**src/crr_pkg.sv**
```systemverilog
// Function
// - Serial port stays usable in supply undervoltage while logic supply is normal.
// - In wake, one supply rising past POR with other low sets flag.
// - Entering wake with a supply already above POR sets the flag.
// - Power supply rising while logic supply stayed high gives no POR.
// - Only latchable faults retry; condition is oc or short or temp or uv.
// - Undervoltage and overtemperature retries wait until the cause is gone.
// - With retry disabled, latchable faults latch immediately.
// - Retry enabled when polarity bit equals the load-type input.
// - Retry starts when fault control is one and retry condition holds.
// - Channel switches on again when the selected retry period expires.
// - Fault gone: normal running, counter kept, fault bit kept until cleared.
// - Endless retry never latches the channel off.
// - Limited mode counts retries in four bits up to 15.
// - After 15 retries set the exhausted flag, allow one more retry.
// - Fault still present at final retry: latch off, fault pin low.
// - Delatch turns the channel on anytime and keeps the retry counter.
// - Retry counter reads back only in normal mode.
// - Counter clears on fail-safe, sleep exit, POR, endless set, disabling edge.
// - Latched channel cleared by endless set restarts after one period.
// - Lamp resets overcurrent duration each retry; motor at first clean PWM off.
package crr_pkg;

   // ----------------------------------------
   // Register map
   // ----------------------------------------
   localparam logic [7:0] OFS_CFG0 = 8'h00;
   localparam logic [7:0] OFS_CFG1 = 8'h04;
   localparam logic [7:0] OFS_STAT = 8'h08;
   localparam logic [7:0] OFS_CNT = 8'h0C;
   localparam logic [7:0] OFS_CMD = 8'h10;
   localparam logic [7:0] CFG_RST = 8'h00;
   localparam int CFG_POL_BIT = 0;
   localparam int CFG_ENDLESS_BIT = 1;
   localparam int CFG_PER_LSB = 2;
   localparam int STAT_FAULT_LSB = 0;
   localparam int STAT_FULL_LSB = 4;
   localparam int STAT_POR_BIT = 6;
   localparam int CNT_CH0_LSB = 4;
   localparam int CNT_CH1_LSB = 12;
   localparam logic [1:0] RESP_OKAY = 2'h0;
   localparam logic [1:0] RESP_SLVERR = 2'h2;

   // ----------------------------------------
   // Timing
   // ----------------------------------------
   localparam int CLK_HZ = 20000000;
   localparam int TICK_US = 1000;
   localparam int TICK_CYCLES = (CLK_HZ / 1000000) * TICK_US;
   localparam logic [15:0] RETRY_MS0 = 16'h000A;
   localparam logic [15:0] RETRY_MS1 = 16'h0014;
   localparam logic [15:0] RETRY_MS2 = 16'h0028;
   localparam logic [15:0] RETRY_MS3 = 16'h0050;
   localparam logic [3:0] CNT_MAX = 4'hF;

   // ----------------------------------------
   // Types
   // ----------------------------------------
   typedef enum logic [1:0] {
      CRR_NORMAL,
      CRR_WAIT_CLEAR,
      CRR_WAIT_PER,
      CRR_LATCHED
   } crr_st_t;

   typedef struct packed {
      logic [1:0] oc;
      logic [1:0] sc;
      logic [1:0] ot;
      logic uv;
   } crr_faults_t;

   typedef struct packed {
      crr_st_t st;
      logic [7:0] cfg;
      logic [3:0] cnt;
      logic full;
      logic final_used;
      logic [15:0] timer;
      logic fault_bit;
      logic oc_arm;
      logic oc_rst;
   } crr_chan_t;

   typedef struct packed {
      crr_chan_t [1:0] ch;
      logic aw_hold;
      logic [7:0] awaddr;
      logic w_hold;
      logic [7:0] wdata;
      logic wstb;
      logic bvalid;
      logic [1:0] bresp;
      logic rvalid;
      logic [31:0] rdata;
      logic [1:0] rresp;
      logic vpwr_q;
      logic vdd_q;
      logic wake_q;
      logic por_flag;
      logic por_pulse;
      logic fsn;
      logic spi_en;
   } crr_state_t;

endpackage

```
**src/crr_tick.sv**
```systemverilog
`timescale 1ns/1ns
module crr_tick
   import crr_pkg::*;
#(
   parameter int TICKS = TICK_CYCLES
)
(
   // Clock and reset
   input wire logic aclk,
   input wire logic aresetn,
   // Enable pulse
   output logic tick
);

   typedef struct packed {
      logic [15:0] cnt;
      logic tick;
   } crr_tick_t;

   crr_tick_t tk_ff;
   crr_tick_t nxt_tk;

   // Free-running divider, one pulse per period
   always_comb
   begin
      nxt_tk = tk_ff;
      nxt_tk.tick = 1'b0;
      if (tk_ff.cnt == 16'(TICKS - 1))
      begin
         nxt_tk.cnt = 16'h0000;
         nxt_tk.tick = 1'b1;
      end
      else
      begin
         nxt_tk.cnt = tk_ff.cnt + 16'h0001;
      end
   end

   // State register
   always_ff @(posedge aclk)
   begin
      if (!aresetn)
         tk_ff <= '0;
      else
         tk_ff <= nxt_tk;
   end

   assign tick = tk_ff.tick;

endmodule // crr_tick

```
**src/crr_top.sv**
```systemverilog
// Local design decisions: the AXI4-Lite interface to the registers and the register addresses.
`timescale 1ns/1ns
module crr_top
   import crr_pkg::*;
#(
   parameter int TICKS = TICK_CYCLES
)
(
   // Clock and reset
   input wire logic aclk,
   input wire logic aresetn,
   // AXI4-Lite write address
   input wire logic awvalid,
   output logic awready,
   input wire logic [31:0] awaddr,
   // AXI4-Lite write data
   input wire logic wvalid,
   output logic wready,
   input wire logic [31:0] wdata,
   input wire logic [3:0] wstrb,
   // AXI4-Lite write response
   output logic bvalid,
   input wire logic bready,
   output logic [1:0] bresp,
   // AXI4-Lite read
   input wire logic arvalid,
   output logic arready,
   input wire logic [31:0] araddr,
   output logic rvalid,
   input wire logic rready,
   output logic [31:0] rdata,
   output logic [1:0] rresp,
   // Fault detectors and channel config
   input wire crr_faults_t faults,
   input wire logic [1:0] load_type_input,
   input wire logic [1:0] fault_control_signal,
   input wire logic [1:0] pwm_off_clean,
   // Supplies and modes
   input wire logic vpwr_above_por,
   input wire logic vdd_above_por,
   input wire logic vdd_in_range,
   input wire logic wake_reset_n_pin,
   input wire logic direct_in_high,
   input wire logic normal_mode,
   input wire logic fail_safe_entry,
   input wire logic sleep_exit,
   // Channel and status outputs
   output logic [1:0] chan_allow,
   output logic [1:0] oc_dur_reset,
   output logic fault_status_n_pin,
   output logic spi_port_enable,
   output logic por_event
);

   // ----------------------------------------
   // Helpers
   // ----------------------------------------

   // Retry period in ticks from the two select bits
   function automatic logic [15:0] per_ticks(input logic [1:0] sel);
      case (sel)
         2'h0: per_ticks = RETRY_MS0;
         2'h1: per_ticks = RETRY_MS1;
         2'h2: per_ticks = RETRY_MS2;
         default: per_ticks = RETRY_MS3;
      endcase
   endfunction

   // Retry enabled when polarity matches load type
   function automatic logic retry_on(input logic pol, input logic load);
      retry_on = (pol == load);
   endfunction

   // Known register offsets
   function automatic logic mapped(input logic [7:0] a);
      mapped = (a == OFS_CFG0) || (a == OFS_CFG1) || (a == OFS_STAT) ||
               (a == OFS_CNT) || (a == OFS_CMD);
   endfunction

   // ----------------------------------------
   // State
   // ----------------------------------------
   crr_state_t s_ff;
   crr_state_t nxt_s;
   logic tick;

   // Millisecond enable for the retry timers
   crr_tick #(.TICKS(TICKS)) u_tick
   (
      .aclk(aclk),
      .aresetn(aresetn),
      .tick(tick)
   );

   // Bus handshakes, one transfer of each kind in flight
   assign awready = !s_ff.aw_hold && !s_ff.bvalid;
   assign wready = !s_ff.w_hold && !s_ff.bvalid;
   assign arready = !s_ff.rvalid;

   // ----------------------------------------
   // Next-state logic
   // ----------------------------------------
   always_comb
   begin
      logic do_wr;
      logic wake;
      logic por_ev;
      logic stat_rd;
      logic [7:0] ra;
      logic [31:0] rv;
      logic rc;
      logic heat;
      logic ena;
      logic wcfg;
      logic endless_set;
      logic dis_edge;
      logic dl;
      logic clr;
      logic any_bad;
      do_wr = 1'b0;
      wake = 1'b0;
      por_ev = 1'b0;
      stat_rd = 1'b0;
      ra = 8'h00;
      rv = 32'h00000000;
      rc = 1'b0;
      heat = 1'b0;
      ena = 1'b0;
      wcfg = 1'b0;
      endless_set = 1'b0;
      dis_edge = 1'b0;
      dl = 1'b0;
      clr = 1'b0;
      any_bad = 1'b0;
      nxt_s = s_ff;

      // Write address and data accepted in either order
      if (awvalid && awready)
      begin
         nxt_s.aw_hold = 1'b1;
         nxt_s.awaddr = awaddr[7:0];
      end
      if (wvalid && wready)
      begin
         nxt_s.w_hold = 1'b1;
         nxt_s.wdata = wdata[7:0];
         nxt_s.wstb = wstrb[0];
      end
      if (s_ff.bvalid && bready)
         nxt_s.bvalid = 1'b0;
      do_wr = s_ff.aw_hold && s_ff.w_hold && !s_ff.bvalid;
      if (do_wr)
      begin
         nxt_s.aw_hold = 1'b0;
         nxt_s.w_hold = 1'b0;
         nxt_s.bvalid = 1'b1;
         nxt_s.bresp = mapped(s_ff.awaddr) ? RESP_OKAY : RESP_SLVERR;
      end

      // Read mux; counters hidden outside normal mode
      ra = araddr[7:0];
      case (ra)
         OFS_CFG0: rv = {24'h000000, s_ff.ch[0].cfg};
         OFS_CFG1: rv = {24'h000000, s_ff.ch[1].cfg};
         OFS_STAT:
         begin
            rv[STAT_FAULT_LSB] = s_ff.ch[0].fault_bit;
            rv[STAT_FAULT_LSB + 1] = s_ff.ch[1].fault_bit;
            rv[STAT_FULL_LSB] = s_ff.ch[0].full;
            rv[STAT_FULL_LSB + 1] = s_ff.ch[1].full;
            rv[STAT_POR_BIT] = s_ff.por_flag;
         end
         OFS_CNT:
         begin
            if (normal_mode)
            begin
               rv[CNT_CH0_LSB +: 4] = s_ff.ch[0].cnt;
               rv[CNT_CH1_LSB +: 4] = s_ff.ch[1].cnt;
            end
         end
         default: rv = 32'h00000000;
      endcase
      if (s_ff.rvalid && rready)
         nxt_s.rvalid = 1'b0;
      if (arvalid && arready)
      begin
         nxt_s.rvalid = 1'b1;
         nxt_s.rdata = rv;
         nxt_s.rresp = mapped(ra) ? RESP_OKAY : RESP_SLVERR;
         stat_rd = (ra == OFS_STAT);
      end

      // Supply and wake edges for power-on-reset
      wake = wake_reset_n_pin || direct_in_high;
      nxt_s.vpwr_q = vpwr_above_por;
      nxt_s.vdd_q = vdd_above_por;
      nxt_s.wake_q = wake;
      if (wake)
      begin
         // One supply rises while the other stays low
         por_ev = (vpwr_above_por && !s_ff.vpwr_q && !vdd_above_por &&
                   !s_ff.vdd_q) ||
                  (vdd_above_por && !s_ff.vdd_q && !vpwr_above_por &&
                   !s_ff.vpwr_q);
         // Wake entry with a supply already up
         if (!s_ff.wake_q && ((vpwr_above_por && s_ff.vpwr_q) ||
                              (vdd_above_por && s_ff.vdd_q)))
            por_ev = 1'b1;
      end
      nxt_s.por_pulse = por_ev;
      // Read clears the flag; a same-cycle event still wins
      if (stat_rd)
         nxt_s.por_flag = 1'b0;
      if (por_ev)
         nxt_s.por_flag = 1'b1;

      // Serial port depends only on logic supply and wake pin
      nxt_s.spi_en = vdd_in_range && wake_reset_n_pin;

      // ----------------------------------------
      // Per-channel retry engines
      // ----------------------------------------
      for (int i = 0; i < 2; i++)
      begin
         rc = faults.oc[i] || faults.sc[i] || faults.ot[i] ||
              faults.uv;
         heat = faults.ot[i] || faults.uv;
         ena = retry_on(s_ff.ch[i].cfg[CFG_POL_BIT], load_type_input[i]);
         wcfg = do_wr && s_ff.wstb &&
                (s_ff.awaddr == ((i == 0) ? OFS_CFG0 : OFS_CFG1));
         endless_set = wcfg && !s_ff.ch[i].cfg[CFG_ENDLESS_BIT] &&
                       s_ff.wdata[CFG_ENDLESS_BIT];
         // Polarity edge that turns retry off
         dis_edge = wcfg && (s_ff.wdata[CFG_POL_BIT] !=
                             s_ff.ch[i].cfg[CFG_POL_BIT]) &&
                    (s_ff.wdata[CFG_POL_BIT] != load_type_input[i]);
         dl = do_wr && s_ff.wstb && (s_ff.awaddr == OFS_CMD) &&
              s_ff.wdata[i];
         clr = fail_safe_entry || sleep_exit || por_ev || endless_set ||
               dis_edge;
         nxt_s.ch[i].oc_rst = 1'b0;
         if (wcfg)
            nxt_s.ch[i].cfg = s_ff.wdata;

         case (s_ff.ch[i].st)
            CRR_NORMAL:
            begin
               if (rc)
               begin
                  if (!ena || !fault_control_signal[i])
                     nxt_s.ch[i].st = CRR_LATCHED;
                  else if (!s_ff.ch[i].cfg[CFG_ENDLESS_BIT] &&
                           s_ff.ch[i].final_used)
                     nxt_s.ch[i].st = CRR_LATCHED;
                  else
                  begin
                     // Timer restarts on every fault turn-off
                     nxt_s.ch[i].timer = 16'h0000;
                     nxt_s.ch[i].st = heat ? CRR_WAIT_CLEAR :
                                      CRR_WAIT_PER;
                  end
               end
            end
            CRR_WAIT_CLEAR:
            begin
               // Temperature and undervoltage must clear first
               if (!heat)
               begin
                  nxt_s.ch[i].timer = 16'h0000;
                  nxt_s.ch[i].st = CRR_WAIT_PER;
               end
            end
            CRR_WAIT_PER:
            begin
               if (tick && !heat)
               begin
                  if (s_ff.ch[i].timer + 16'h0001 >=
                      per_ticks(s_ff.ch[i].cfg[CFG_PER_LSB +: 2]))
                  begin
                     nxt_s.ch[i].st = CRR_NORMAL;
                     nxt_s.ch[i].oc_rst = !load_type_input[i];
                     nxt_s.ch[i].oc_arm = load_type_input[i];
                     if (!s_ff.ch[i].cfg[CFG_ENDLESS_BIT])
                     begin
                        if (s_ff.ch[i].full)
                           nxt_s.ch[i].final_used = 1'b1;
                        else
                        begin
                           nxt_s.ch[i].cnt = s_ff.ch[i].cnt + 4'h1;
                           if (s_ff.ch[i].cnt == CNT_MAX - 4'h1)
                              nxt_s.ch[i].full = 1'b1;
                        end
                     end
                  end
                  else
                     nxt_s.ch[i].timer = s_ff.ch[i].timer + 16'h0001;
               end
            end
            CRR_LATCHED:
            begin
               // Endless set delatches and waits one period
               if (endless_set && ena)
               begin
                  nxt_s.ch[i].timer = 16'h0000;
                  nxt_s.ch[i].st = CRR_WAIT_PER;
               end
            end
            default: nxt_s.ch[i].st = CRR_NORMAL;
         endcase

         // Delatch turns on at once and keeps the count
         if (dl && s_ff.ch[i].st != CRR_NORMAL)
            nxt_s.ch[i].st = CRR_NORMAL;

         // Motor: duration reset at first clean PWM turn-off
         if (s_ff.ch[i].oc_arm && pwm_off_clean[i])
         begin
            nxt_s.ch[i].oc_arm = 1'b0;
            nxt_s.ch[i].oc_rst = 1'b1;
         end

         if (clr)
         begin
            nxt_s.ch[i].cnt = 4'h0;
            nxt_s.ch[i].full = 1'b0;
            nxt_s.ch[i].final_used = 1'b0;
         end

         // Fault bit survives recovery until status read
         if (stat_rd)
            nxt_s.ch[i].fault_bit = 1'b0;
         if (rc)
            nxt_s.ch[i].fault_bit = 1'b1;
         if (rc || nxt_s.ch[i].st == CRR_LATCHED)
            any_bad = 1'b1;
      end

      // Pin high again once no fault and nothing latched
      nxt_s.fsn = !any_bad;
   end

   // ----------------------------------------
   // State register
   // ----------------------------------------
   always_ff @(posedge aclk)
   begin
      if (!aresetn)
      begin
         s_ff <= '0;
         s_ff.ch[0].cfg <= CFG_RST;
         s_ff.ch[1].cfg <= CFG_RST;
         s_ff.fsn <= 1'b1;
      end
      else
         s_ff <= nxt_s;
   end

   // ----------------------------------------
   // Outputs
   // ----------------------------------------
   assign bvalid = s_ff.bvalid;
   assign bresp = s_ff.bresp;
   assign rvalid = s_ff.rvalid;
   assign rdata = s_ff.rdata;
   assign rresp = s_ff.rresp;
   assign chan_allow[0] = (s_ff.ch[0].st == CRR_NORMAL);
   assign chan_allow[1] = (s_ff.ch[1].st == CRR_NORMAL);
   assign oc_dur_reset[0] = s_ff.ch[0].oc_rst;
   assign oc_dur_reset[1] = s_ff.ch[1].oc_rst;
   assign fault_status_n_pin = s_ff.fsn;
   assign spi_port_enable = s_ff.spi_en;
   assign por_event = s_ff.por_pulse;

endmodule // crr_top

```
**config.mk**
```make
export PLATFORM = sky130hd
export DESIGN_NAME = crr_top
export DESIGN_NICKNAME = d
export VERILOG_FILES = /design/src/crr_pkg.sv /design/src/crr_tick.sv /design/src/crr_top.sv
export SDC_FILE = /design/constraint.sdc
export NUM_CORES = 1
export LEC_CHECK = 0
export CORE_MARGIN = 4
export CORE_UTILIZATION = 65
export CTS_CLUSTER_SIZE = 8
export DETAILED_ROUTE_END_ITERATION = 8
export DONT_BUFFER_PORTS = 1
export GPL_TIMING_DRIVEN = 0
export PLACE_DENSITY = 0.88
export RECOVER_POWER = 50
export SYNTH_ARGS = -nofsm -noshare
export SYNTH_HDL_FRONTEND = slang
export SYNTH_SLANG_ARGS = --single-unit
```
**constraint.sdc**
```tcl
create_clock -name aclk -period 4.2 [get_ports aclk]
set_input_delay 0.21 -clock aclk [delete_from_list [all_inputs] [get_ports aclk]]
set_output_delay 0.21 -clock aclk [all_outputs]
set_load 0.005 [all_outputs]
```
==> results of run 1 <==
per-layer routing:
layer	share of wire, %	track usage, %	vias to the layer above
met5	0	0	-
met3	7.4	7.83	77
met4	4.4	14.4	0
li1	-	-	2744
met1	38	34.9	2758
met2	50	54.6	313
kinds of logic (layout without fill, tap and decap cells):
family	count (synthesis)	count (layout)
flip-flops	129	129
AND/OR/NAND/NOR	319	319
adder cells (fa/ha/maj)	19	19
AO/OA/AOI/OAI	128	128
other	1	22
XOR/XNOR	31	31
multiplexers	32	32
buffers and inverters	90	158
where the power goes:
group	switching, uW	internal (uW)	leakage (uW)
sequential	28.3	1260	0.00105
clock	584	767	0.000265
combinational	129	93.8	0.00182
total	741	2120	0.00313
Yosys cell counts (8+ instances only):
master and count:
nor4_1 8, xor2_1 15, a211oi_1 8, nand4_1 15, buf_4 38, xnor2_1 16, and2_1 17, nand2_1 87
nand3_1 35, ha_1 19, nand2b_1 8, mux2i_1 26, nor3_1 16, inv_1 21, o21ai_0 18, clkbuf_1 24
nor2_1 79, and3_1 20, a21oi_1 44, nor2b_1 8, dfxtp_1 129
layout make-up:
class,count,area share (%)
inverter,22,1.10
clock inverter,13,1.33
buffer,68,5.17
timing repair buffer,36,4.80
tap,129,2.15
clock buffer,19,5.88
sequential,129,34.4
multi-input combinational,551,45.2
worst paths after layout:
| kind | from | end | slack [ns] | cells past startpoint |
|---|---|---|---|---|
| setup / recovery | s_ff[67]$_SDFFE_PN0P_ | s_ff[65]$_SDFFE_PP0P_ | 0.42 | 12 |
| hold / removal | load_type_input[1] | s_ff[100]$_SDFFE_PP0P_ | 0.03 | 2 |
| setup reg to reg | s_ff[67]$_SDFFE_PN0P_ | s_ff[65]$_SDFFE_PP0P_ | 0.42 | 12 |
| hold reg to reg | rdata[0]$_SDFFE_PN0P_ | rdata[0]$_SDFFE_PN0P_ | 0.45 | 2 |
per-stage QoR:
step           cell area (um^2)  setup WS [ns]  util [%]  power (uW)  hold slack (ns)
6_report                   7510          0.418      79.7        2860           0.0261
5_1_grt                    7510          0.126      79.7        2940           0.0104
4_1_cts                    7530          0.502      80.0        2850           0.0136
2_1_floorplan              6460           1.43         -        1450            0.309
3_3_place_gp               6630           1.11      70.4        1490            0.313
3_5_place_dp               6630          0.992      70.4        1500            0.314
flip-flops by register name, indices dropped and copies added, names as in the netlist:
signal,flops
fault_status_n_pin,1
spi_port_enable,1
bresp,1
por_event,1
rdata,12
u_tick.tk_ff,16
s_ff,91
u_tick.tick,1
oc_dur_reset,2
rresp,1
bvalid,1
rvalid,1
worst max-delay path, cell delays in order (launching register included):
cell and delay (ns):
dfxtp_1 0.48, ha_1 0.37, nand3_1 0.14, xnor2_1 0.22
ha_1 0.28, nor2b_1 0.13, a41o_1 0.22, nor4_1 0.39
a31oi_1 0.31, buf_2 0.29, a22oi_1 0.14, dlygate4sd3_1 0.60
o211a_1 0.15
==> results.json, run 1 <==
{
  "worstSkewPairLatency_ns": 0.52,
  "synth_top_family_by_area": "simple AND/OR/NAND/NOR gates",
  "hold_violations": 0,
  "firstDrtPassIters": 5,
  "fin_crit_ns": 3.78,
  "synth_warnings": 0,
  "ys_types": 68,
  "syn_avg_cell_area_um2": 8.53,
  "cp.required_ns": 4.66,
  "rsz0062_at_grt": "false",
  "fin_crit_sh_pct": 90.0,
  "grt_pass1_vias": 5943,
  "finalSetupTns_ns": 0,
  "drv_slew": 0,
  "numCtsBuffers": 17,
  "die_w_um": 107,
  "final_antenna_net_count": 0,
  "htreeDepth": 4,
  "synthSimpleGateAreaFrac_pct": 24.9,
  "fin_cells": 967,
  "setup_viol": 0,
  "n_antenna_cell": 0,
  "synthTopCellsByArea": "dfxtp_1, nand2_1, nor2_1",
  "grt_usage_pct": 31.0,
  "die_h_um": 107,
  "routed_via_density": 6.09,
  "critPathLaunchType": "register",
  "netlist_instances": 749,
  "final_cell_mix": "dfxtp_1, nand2_1, nor2_1",
  "dp_hpwl_mm": 11.5,
  "ctsResizeCount": 0,
  "rows": 35,
  "status": "finished, final reports clean",
  "post-cts-setup-buffers": 0,
  "drt-initial-drc-count": 488,
  "postRouteWirelength_mm": 17.5,
  "worst_slew_pin_slew_ns": 0.910,
  "cap_violations": 0,
  "ys_ff_latch": 129,
  "leakage_uw": 0.00313,
  "ys.flop_type": "dfxtp_1",
  "clockRootBuffer": "clkbuf_8",
  "irDropWorstVdd_mv": 0.365,
  "arrival_ns": 4.25,
  "crit_type": "register to register",
  "fin_worst_skew_ns": 0.00902,
  "cp_max_fo": 10,
  "place.gp.congestion": 0.898,
  "dieArea_um2": 11500,
  "p_per_area_nw_per_um2": 381,
  "tritoncts": "yes",
  "core-area_um2": 9420,
  "synth_top_area_share_pct": 40.4,
  "synthMuxAreaShare_pct": 5.13,
  "end_kind": "register",
  "cts.sinks": 129,
  "synth-seq-area-share_pct": 40.4,
  "synth-compound-area-share_pct": 13.8,
  "drive_gt1_share_pct": 10.6,
  "multiInputGateArea_um2": 3390,
  "io_pins": 176,
  "clkTransAtPathRegs_ns": 0.06,
  "final_common_cell": "dfxtp_1",
  "seq_area_um2": 2580,
  "max_slew_margin_pct": 38.8,
  "wl_per_cell_um": 18.1,
  "fill_cells": 564,
  "grt_max_degree": 17,
  "initial_core_util_pct": 67.8,
  "async_reset_ff_share_pct": 0,
  "synth_edf_count": 0,
  "synth_xor_area_share_pct": 4.25,
  "port-buffer-count": 0,
  "synth_fa_ha_area_share_pct": 3.72,
  "hold_path_class": "input pin to register",
  "grt_pass1_wl_mm": 28.6,
  "synthToLayoutAreaGrowth_pct": 17.5,
  "cts_max_path_buffers": 2,
  "drc_errors": 0,
  "dp_cells": 899,
  "finalNetCount": 972,
  "overflow": 0,
  "fmax_mhz": 264,
  "yosysTopAreaCell": "dfxtp_1",
  "antenna_found_initial": 0,
  "vias": 5892,
  "postCtsHoldBufs": 36,
  "netlist_area_um2": 6390
}
(Power assumes the default switching activity.)
==> run 2: changes to the inputs <==
--- a/config.mk
+++ b/config.mk
@@ -5,6 +5,7 @@
 export SDC_FILE = /design/constraint.sdc
 export NUM_CORES = 1
 export LEC_CHECK = 0
+export ABC_AREA = 1
 export CORE_MARGIN = 4
 export CORE_UTILIZATION = 65
 export CTS_CLUSTER_SIZE = 8
==> results.json, run 2 <==
{
  "status": "finished, final reports clean",
  "crit_top_cell": "nand2_1",
  "p_int_uw": 2330,
  "cp_max_fo": 6,
  "syn_avg_cell_area_um2": 6.71,
  "cp_top_family": "simple AND/OR/NAND/NOR gates",
  "grt_pass1_wl_mm": 30.9,
  "cp_num_buf_inv": 2,
  "rows": 37,
  "combPwrFrac_pct": 16.0,
  "antenna_found_initial": 0,
  "port-buffer-count": 0,
  "grt_max_degree": 17,
  "die_w_um": 111,
  "clkTransAtPathRegs_ns": 0.06,
  "clockRootBuffer": "clkbuf_8",
  "synth-seq-area-share_pct": 37.6,
  "fin_util_pct": 78.1,
  "arrival_ns": 3.69,
  "overflow": 0,
  "io_pins": 176,
  "grt_usage_pct": 30.3,
  "r2r.worst_path.cells": 18,
  "drc_errors": 0,
  "postRouteWirelength_mm": 18.6,
  "crit_slowest_cell": "dlygate4sd3_1",
  "dp_cells": 1180,
  "grt_pass1_vias": 6658,
  "wl_per_cell_um": 14.9,
  "dp_hpwl_mm": 12.2,
  "synth_edf_count": 0,
  "netlist_area_um2": 6860,
  "clkPwrFrac_pct": 43.7,
  "cts_max_path_buffers": 2,
  "cp.required_ns": 4.63,
  "ys_types": 41,
  "largest_register": "s_ff",
  "routed_via_density": 5.61,
  "fill_cells": 738,
  "vias": 7009,
  "min_from": "araddr[7]",
  "critPathLaunchType": "register",
  "synthTopCellsByArea": "dfxtp_1, nand2_1, nor2_1",
  "crit_cells": 18,
  "p_seq_share_pct": 40.3,
  "post-cts-setup-buffers": 0,
  "end_kind": "register",
  "firstDrtPassIters": 6,
  "ys_ff_latch": 129,
  "synth_top_area_share_pct": 37.6,
  "dieArea_um2": 12300,
  "fin_crit_ns": 3.27,
  "cap_violations": 0,
  "drive_gt1_share_pct": 8.54,
  "fin_worst_skew_ns": 0.0114,
  "worst_hold_slack_ns": 0.0262,
  "fin_crit_sh_pct": 77.8,
  "min_to": "rresp[1]$_SDFFE_PN0P_",
  "postCtsHoldBufs": 37,
  "cts.sinks": 129,
  "p_sw_uw": 1030,
  "netlist_instances": 1023,
  "fmax_mhz": 306,
  "ys.flop_type": "dfxtp_1",
  "fin_cells": 1249,
  "final_antenna_net_count": 0,
  "worstSkewPairLatency_ns": 0.55,
  "synthToLayoutAreaGrowth_pct": 17.5,
  "finalNetCount": 1247,
  "die_h_um": 111,
  "cp_cell_sequence": "nand3_1 -> xor2_1 -> ha_1 -> nand2_1 -> inv_1 -> nand2_1 -> nand2_1 -> nand2_1 -> nand2_1 -> nand2_1 -> nand2_1 -> nor2_1 -> nand2_1 -> nand3_1 -> or2_2 -> nand2_1 -> dlygate4sd3_1 -> nor2_1",
  "tritoncts": "yes",
  "synth_warnings": 0,
  "async_reset_ff_share_pct": 0,
  "p_per_area_nw_per_um2": 417,
  "largest_reg_flops": 91,
  "numCtsBuffers": 17,
  "min_path_cells": 4,
  "n_antenna_cell": 0,
  "netlist_top_cells_count": "nand2_1, nor2_1, dfxtp_1",
  "place.gp.congestion": 0.936,
  "core-area_um2": 10300,
  "worst_slew_pin_slew_ns": 0.734,
  "final_cell_mix": "nand2_1, nor2_1, dfxtp_1",
  "drv_slew": 0,
  "final_common_cell": "nand2_1",
  "irDropWorstVdd_mv": 0.336,
  "power_uw": 3360,
  "timing.rr.start": "s_ff[104]$_SDFFE_PN0P_",
  "hold_path_class": "input pin to register",
  "drt-initial-drc-count": 806,
  "rsz0062_at_grt": "false",
  "ctsResizeCount": 0,
  "max_slew_margin_pct": 50.7,
  "yosysTopAreaCell": "dfxtp_1",
  "r2r-end": "s_ff[100]$_SDFFE_PP0P_",
  "yosysMostFrequentCell": "nand2_1",
  "leakage_uw": 0.00345,
  "switching_share_pct": 30.6,
  "setup_viol": 0,
  "htreeDepth": 4,
  "hold_violations": 0,
  "crit_type": "register to register",
  "finalSetupTns_ns": 0,
  "reg2reg_slack_ns": 0.93,
  "cpPeakStageDelay_ns": 0.57,
  "initial_core_util_pct": 66.5
}
## run 2: logic make-up after synthesis
kind of cell / after synthesis / share of synthesized area (%)
AND/OR/NAND/NOR: 522 / 32.7
buffers and inverters: 186 / 12.7
AO/OA/AOI/OAI: 154 / 11.9
flip-flops: 129 / 37.6
adder cells (fa/ha/maj): 19 / 3.47
XOR/XNOR: 12 / 1.53
other: 1 / 0.0547
## run 2: area by class of cell
class / count / area, um^2 / area share, %
buffer: 61 / 399 / 4.95
clock buffer: 19 / 442 / 5.48
clock inverter: 13 / 143 / 1.77
inverter: 125 / 472 / 5.85
multi-input combinational: 729 / 3480 / 43.2
sequential: 129 / 2580 / 32.0
tap: 136 / 170 / 2.11
timing repair buffer: 37 / 370 / 4.59
## run 2: power groups by stage
stage | Combinational [uW] | Sequential [uW] | Clock [uW]
floorplan | 394 | 1360 | 0
global placement | 475 | 1380 | 0
detailed placement | 489 | 1380 | 0
CTS | 525 | 1350 | 1460
global route | 609 | 1360 | 1530
finish | 539 | 1360 | 1470
## run 2: worst min-delay path, delay by kind of cell
family	cells	cell delay (ns)
compound gates	2	0.21
simple gates	2	0.10
## run 2: metrics by stage
step           area [um^2]  setup slack [ns]
3_3_place_gp          7110              1.53
6_report              8060             0.931
5_1_grt               8060             0.744
3_5_place_dp          7110              1.47
4_1_cts               8060              1.07
2_1_floorplan         6940              1.86
## run 2: how the worst max path moves through the flow
stage | from | to | slack, ns
finish | s_ff[104]$_SDFFE_PN0P_ | s_ff[100]$_SDFFE_PP0P_ | 0.93
global placement | s_ff[102]$_SDFFE_PN0P_ | s_ff[106]$_SDFFE_PN0P_ | 1.53
floorplan | s_ff[102]$_SDFFE_PN0P_ | s_ff[107]$_SDFFE_PN0P_ | 1.86
global route | s_ff[67]$_SDFFE_PN0P_ | oc_dur_reset[0]$_SDFF_PN0_ | 0.74
detailed placement | s_ff[102]$_SDFFE_PN0P_ | s_ff[107]$_SDFFE_PN0P_ | 1.47
CTS | s_ff[102]$_SDFFE_PN0P_ | s_ff[100]$_SDFFE_PP0P_ | 1.07
## run 2: routing by layer
metal | up-vias | part of all wire, % | track usage, % | wire [um]
met5 | - | 0 | 0 | 0
met3 | 68 | 8.8 | 7.31 | 1630
met2 | 372 | 48 | 51.3 | 8900
met4 | 0 | 3.1 | 11.3 | 571
li1 | 3406 | - | - | -
met1 | 3163 | 40 | 37.6 | 7460
==> run 3: changes to the inputs <==
--- a/config.mk
+++ b/config.mk
@@ -7,12 +7,12 @@
 export LEC_CHECK = 0
 export ABC_AREA = 1
 export CORE_MARGIN = 4
-export CORE_UTILIZATION = 65
+export CORE_UTILIZATION = 64
 export CTS_CLUSTER_SIZE = 8
 export DETAILED_ROUTE_END_ITERATION = 8
 export DONT_BUFFER_PORTS = 1
 export GPL_TIMING_DRIVEN = 0
-export PLACE_DENSITY = 0.88
+export PLACE_DENSITY = 0.87
 export RECOVER_POWER = 50
 export SYNTH_ARGS = -nofsm -noshare
 export SYNTH_HDL_FRONTEND = slang
==> constraint.sdc (replaced) <==
create_clock -name aclk -period 3.25 [get_ports aclk]
set_input_delay 0.1625 -clock aclk [delete_from_list [all_inputs] [get_ports aclk]]
set_output_delay 0.1625 -clock aclk [all_outputs]
set_load 0.005 [all_outputs]
==> results.json, run 3 (synthesis gave the netlist of run 2 again) <==
{
  "crit_top_cell": "nand2_1",
  "crit_slowest_cell": "dlygate4sd3_1",
  "clockRootBuffer": "clkbuf_8",
  "crit_type": "register to register",
  "routed_via_density": 5.58,
  "cts_max_path_buffers": 2,
  "timing.rr.start": "s_ff[102]$_SDFFE_PN0P_",
  "irDropWorstVdd_mv": 0.393,
  "worstSkewPairLatency_ns": 0.53,
  "finalSetupTns_ns": 0,
  "power_uw": 4170,
  "die_h_um": 112,
  "grt_pass1_vias": 6417,
  "status": "finished, final reports clean",
  "end_kind": "register",
  "overflow": 0,
  "setup_viol": 0,
  "worst_hold_slack_ns": 0.0292,
  "cp.required_ns": 3.66,
  "cp_top_family": "simple AND/OR/NAND/NOR gates",
  "min_from": "araddr[2]",
  "fin_crit_sh_pct": 97.1,
  "die_w_um": 112,
  "htreeDepth": 4,
  "r2r.worst_path.cells": 18,
  "largest_register": "s_ff",
  "n_antenna_cell": 0,
  "cpPeakStageDelay_ns": 0.56,
  "max_slew_margin_pct": 48.8,
  "cp_num_buf_inv": 2,
  "largest_reg_flops": 91,
  "firstDrtPassIters": 5,
  "grt_max_degree": 17,
  "antenna_found_initial": 0,
  "cts.sinks": 129,
  "numCtsBuffers": 17,
  "dieArea_um2": 12400,
  "vias": 6970,
  "fin_crit_ns": 3.16,
  "synthToLayoutAreaGrowth_pct": 17.3,
  "tritoncts": "yes",
  "hold_path_class": "input pin to register",
  "cp_max_fo": 5,
  "finalNetCount": 1249,
  "port-buffer-count": 0,
  "drv_slew": 0,
  "final_common_cell": "nand2_1",
  "min_path_cells": 4,
  "clkTransAtPathRegs_ns": 0.06,
  "hold_violations": 0,
  "final_antenna_net_count": 0,
  "drive_gt1_share_pct": 8.27,
  "min_to": "rdata[2]$_SDFFE_PN0P_",
  "critPathLaunchType": "register",
  "final_cell_mix": "nand2_1, nor2_1, dfxtp_1",
  "drt-initial-drc-count": 600,
  "fin_worst_skew_ns": 0.0127,
  "reg2reg_slack_ns": 0.09,
  "grt_pass1_wl_mm": 30.0,
  "fill_cells": 768,
  "drc_errors": 0,
  "rows": 37,
  "r2r-end": "s_ff[100]$_SDFFE_PP0P_",
  "io_pins": 176,
  "dp_hpwl_mm": 12.4,
  "grt_usage_pct": 29.3,
  "cap_violations": 0,
  "fmax_mhz": 317,
  "initial_core_util_pct": 66.2,
  "cp_cell_sequence": "ha_2 -> nand2_1 -> nor2_4 -> xor2_2 -> ha_1 -> nand2_1 -> inv_1 -> nand2_1 -> nand2_1 -> nand2_1 -> nand2_1 -> nor2_1 -> nand2_1 -> nand3_2 -> or2_2 -> nand2_1 -> dlygate4sd3_1 -> nor2_1",
  "arrival_ns": 3.57,
  "wl_per_cell_um": 14.6,
  "leakage_uw": 0.00341,
  "p_per_area_nw_per_um2": 518,
  "place.gp.congestion": 0.957,
  "core-area_um2": 10400,
  "post-cts-setup-buffers": 0,
  "worst_slew_pin_slew_ns": 0.762,
  "postRouteWirelength_mm": 18.3
}
run 3: worst reg2reg max path, cell delays in order (launching register included):
cell           delay [ns]
dfxtp_1              0.42
ha_2                 0.25
nand2_1              0.10
nor2_4               0.19
xor2_2               0.11
ha_1                 0.29
nand2_1              0.05
inv_1                0.05
nand2_1              0.05
nand2_1              0.05
nand2_1              0.05
nand2_1              0.05
nor2_1               0.05
nand2_1              0.14
nand3_2              0.17
or2_2                0.35
nand2_1              0.06
dlygate4sd3_1        0.56
nor2_1               0.05
run 3: worst max path at each step:
stage | start | end | slack [ns] | depth (start not counted)
after global placement | s_ff[102]$_SDFFE_PN0P_ | s_ff[108]$_SDFFE_PN0P_ | 0.59 | 20
after CTS | s_ff[102]$_SDFFE_PN0P_ | s_ff[100]$_SDFFE_PP0P_ | 0.09 | 18
after detailed placement | s_ff[102]$_SDFFE_PN0P_ | s_ff[105]$_SDFFE_PN0P_ | 0.53 | 20
after global routing | s_ff[102]$_SDFFE_PN0P_ | s_ff[100]$_SDFFE_PP0P_ | -0.03 | 18
final | s_ff[102]$_SDFFE_PN0P_ | s_ff[100]$_SDFFE_PP0P_ | 0.09 | 18
after floorplan | s_ff[102]$_SDFFE_PN0P_ | s_ff[107]$_SDFFE_PN0P_ | 0.91 | 20
run 3: repair_timing:
action | CTS | global route
gates resized for setup | 0 | 8
hold endpoints to repair | 42 | 0
setup endpoints to repair | 0 | 2
hold buffers | 39 | 0
run 3: per-stage QoR:
stage | util (%) | std cells | setup slack (ns) | cell area, um^2
after floorplan | - | 1044 | 0.913 | 6940
after global placement | 68.6 | 1180 | 0.585 | 7110
after detailed placement | 68.6 | 1180 | 0.530 | 7110
after CTS | 77.4 | 1248 | 0.0907 | 8020
after global routing | 77.6 | 1248 | -0.0254 | 8050
final | 77.6 | 1248 | 0.0944 | 8050
run 3: layer usage:
layer | GRT usage, % | vias to the layer above | part of all wire, %
met4 | 13.2 | 0 | 4.0
met1 | 35.8 | 3137 | 40
met3 | 6.79 | 75 | 8.3
met5 | 0 | - | 0
met2 | 49.1 | 357 | 47
li1 | - | 3401 | -
run 3: area by class of cell:
class / count / area [um^2] / area share, %
multi-input combinational: 729 / 3520 / 43.7
sequential: 129 / 2580 / 32.1
inverter: 125 / 472 / 5.86
clock buffer: 19 / 432 / 5.37
timing repair buffer: 39 / 390 / 4.85
buffer: 61 / 388 / 4.82
tap: 136 / 170 / 2.12
clock inverter: 10 / 91.3 / 1.14
run 3: power breakdown:
group	switching [uW]	internal [uW]	total, uW	leakage (uW)
Combinational	434	265	699	0.00211
Clock	695	1020	1710	0.000243
Sequential	87.4	1670	1760	0.00105
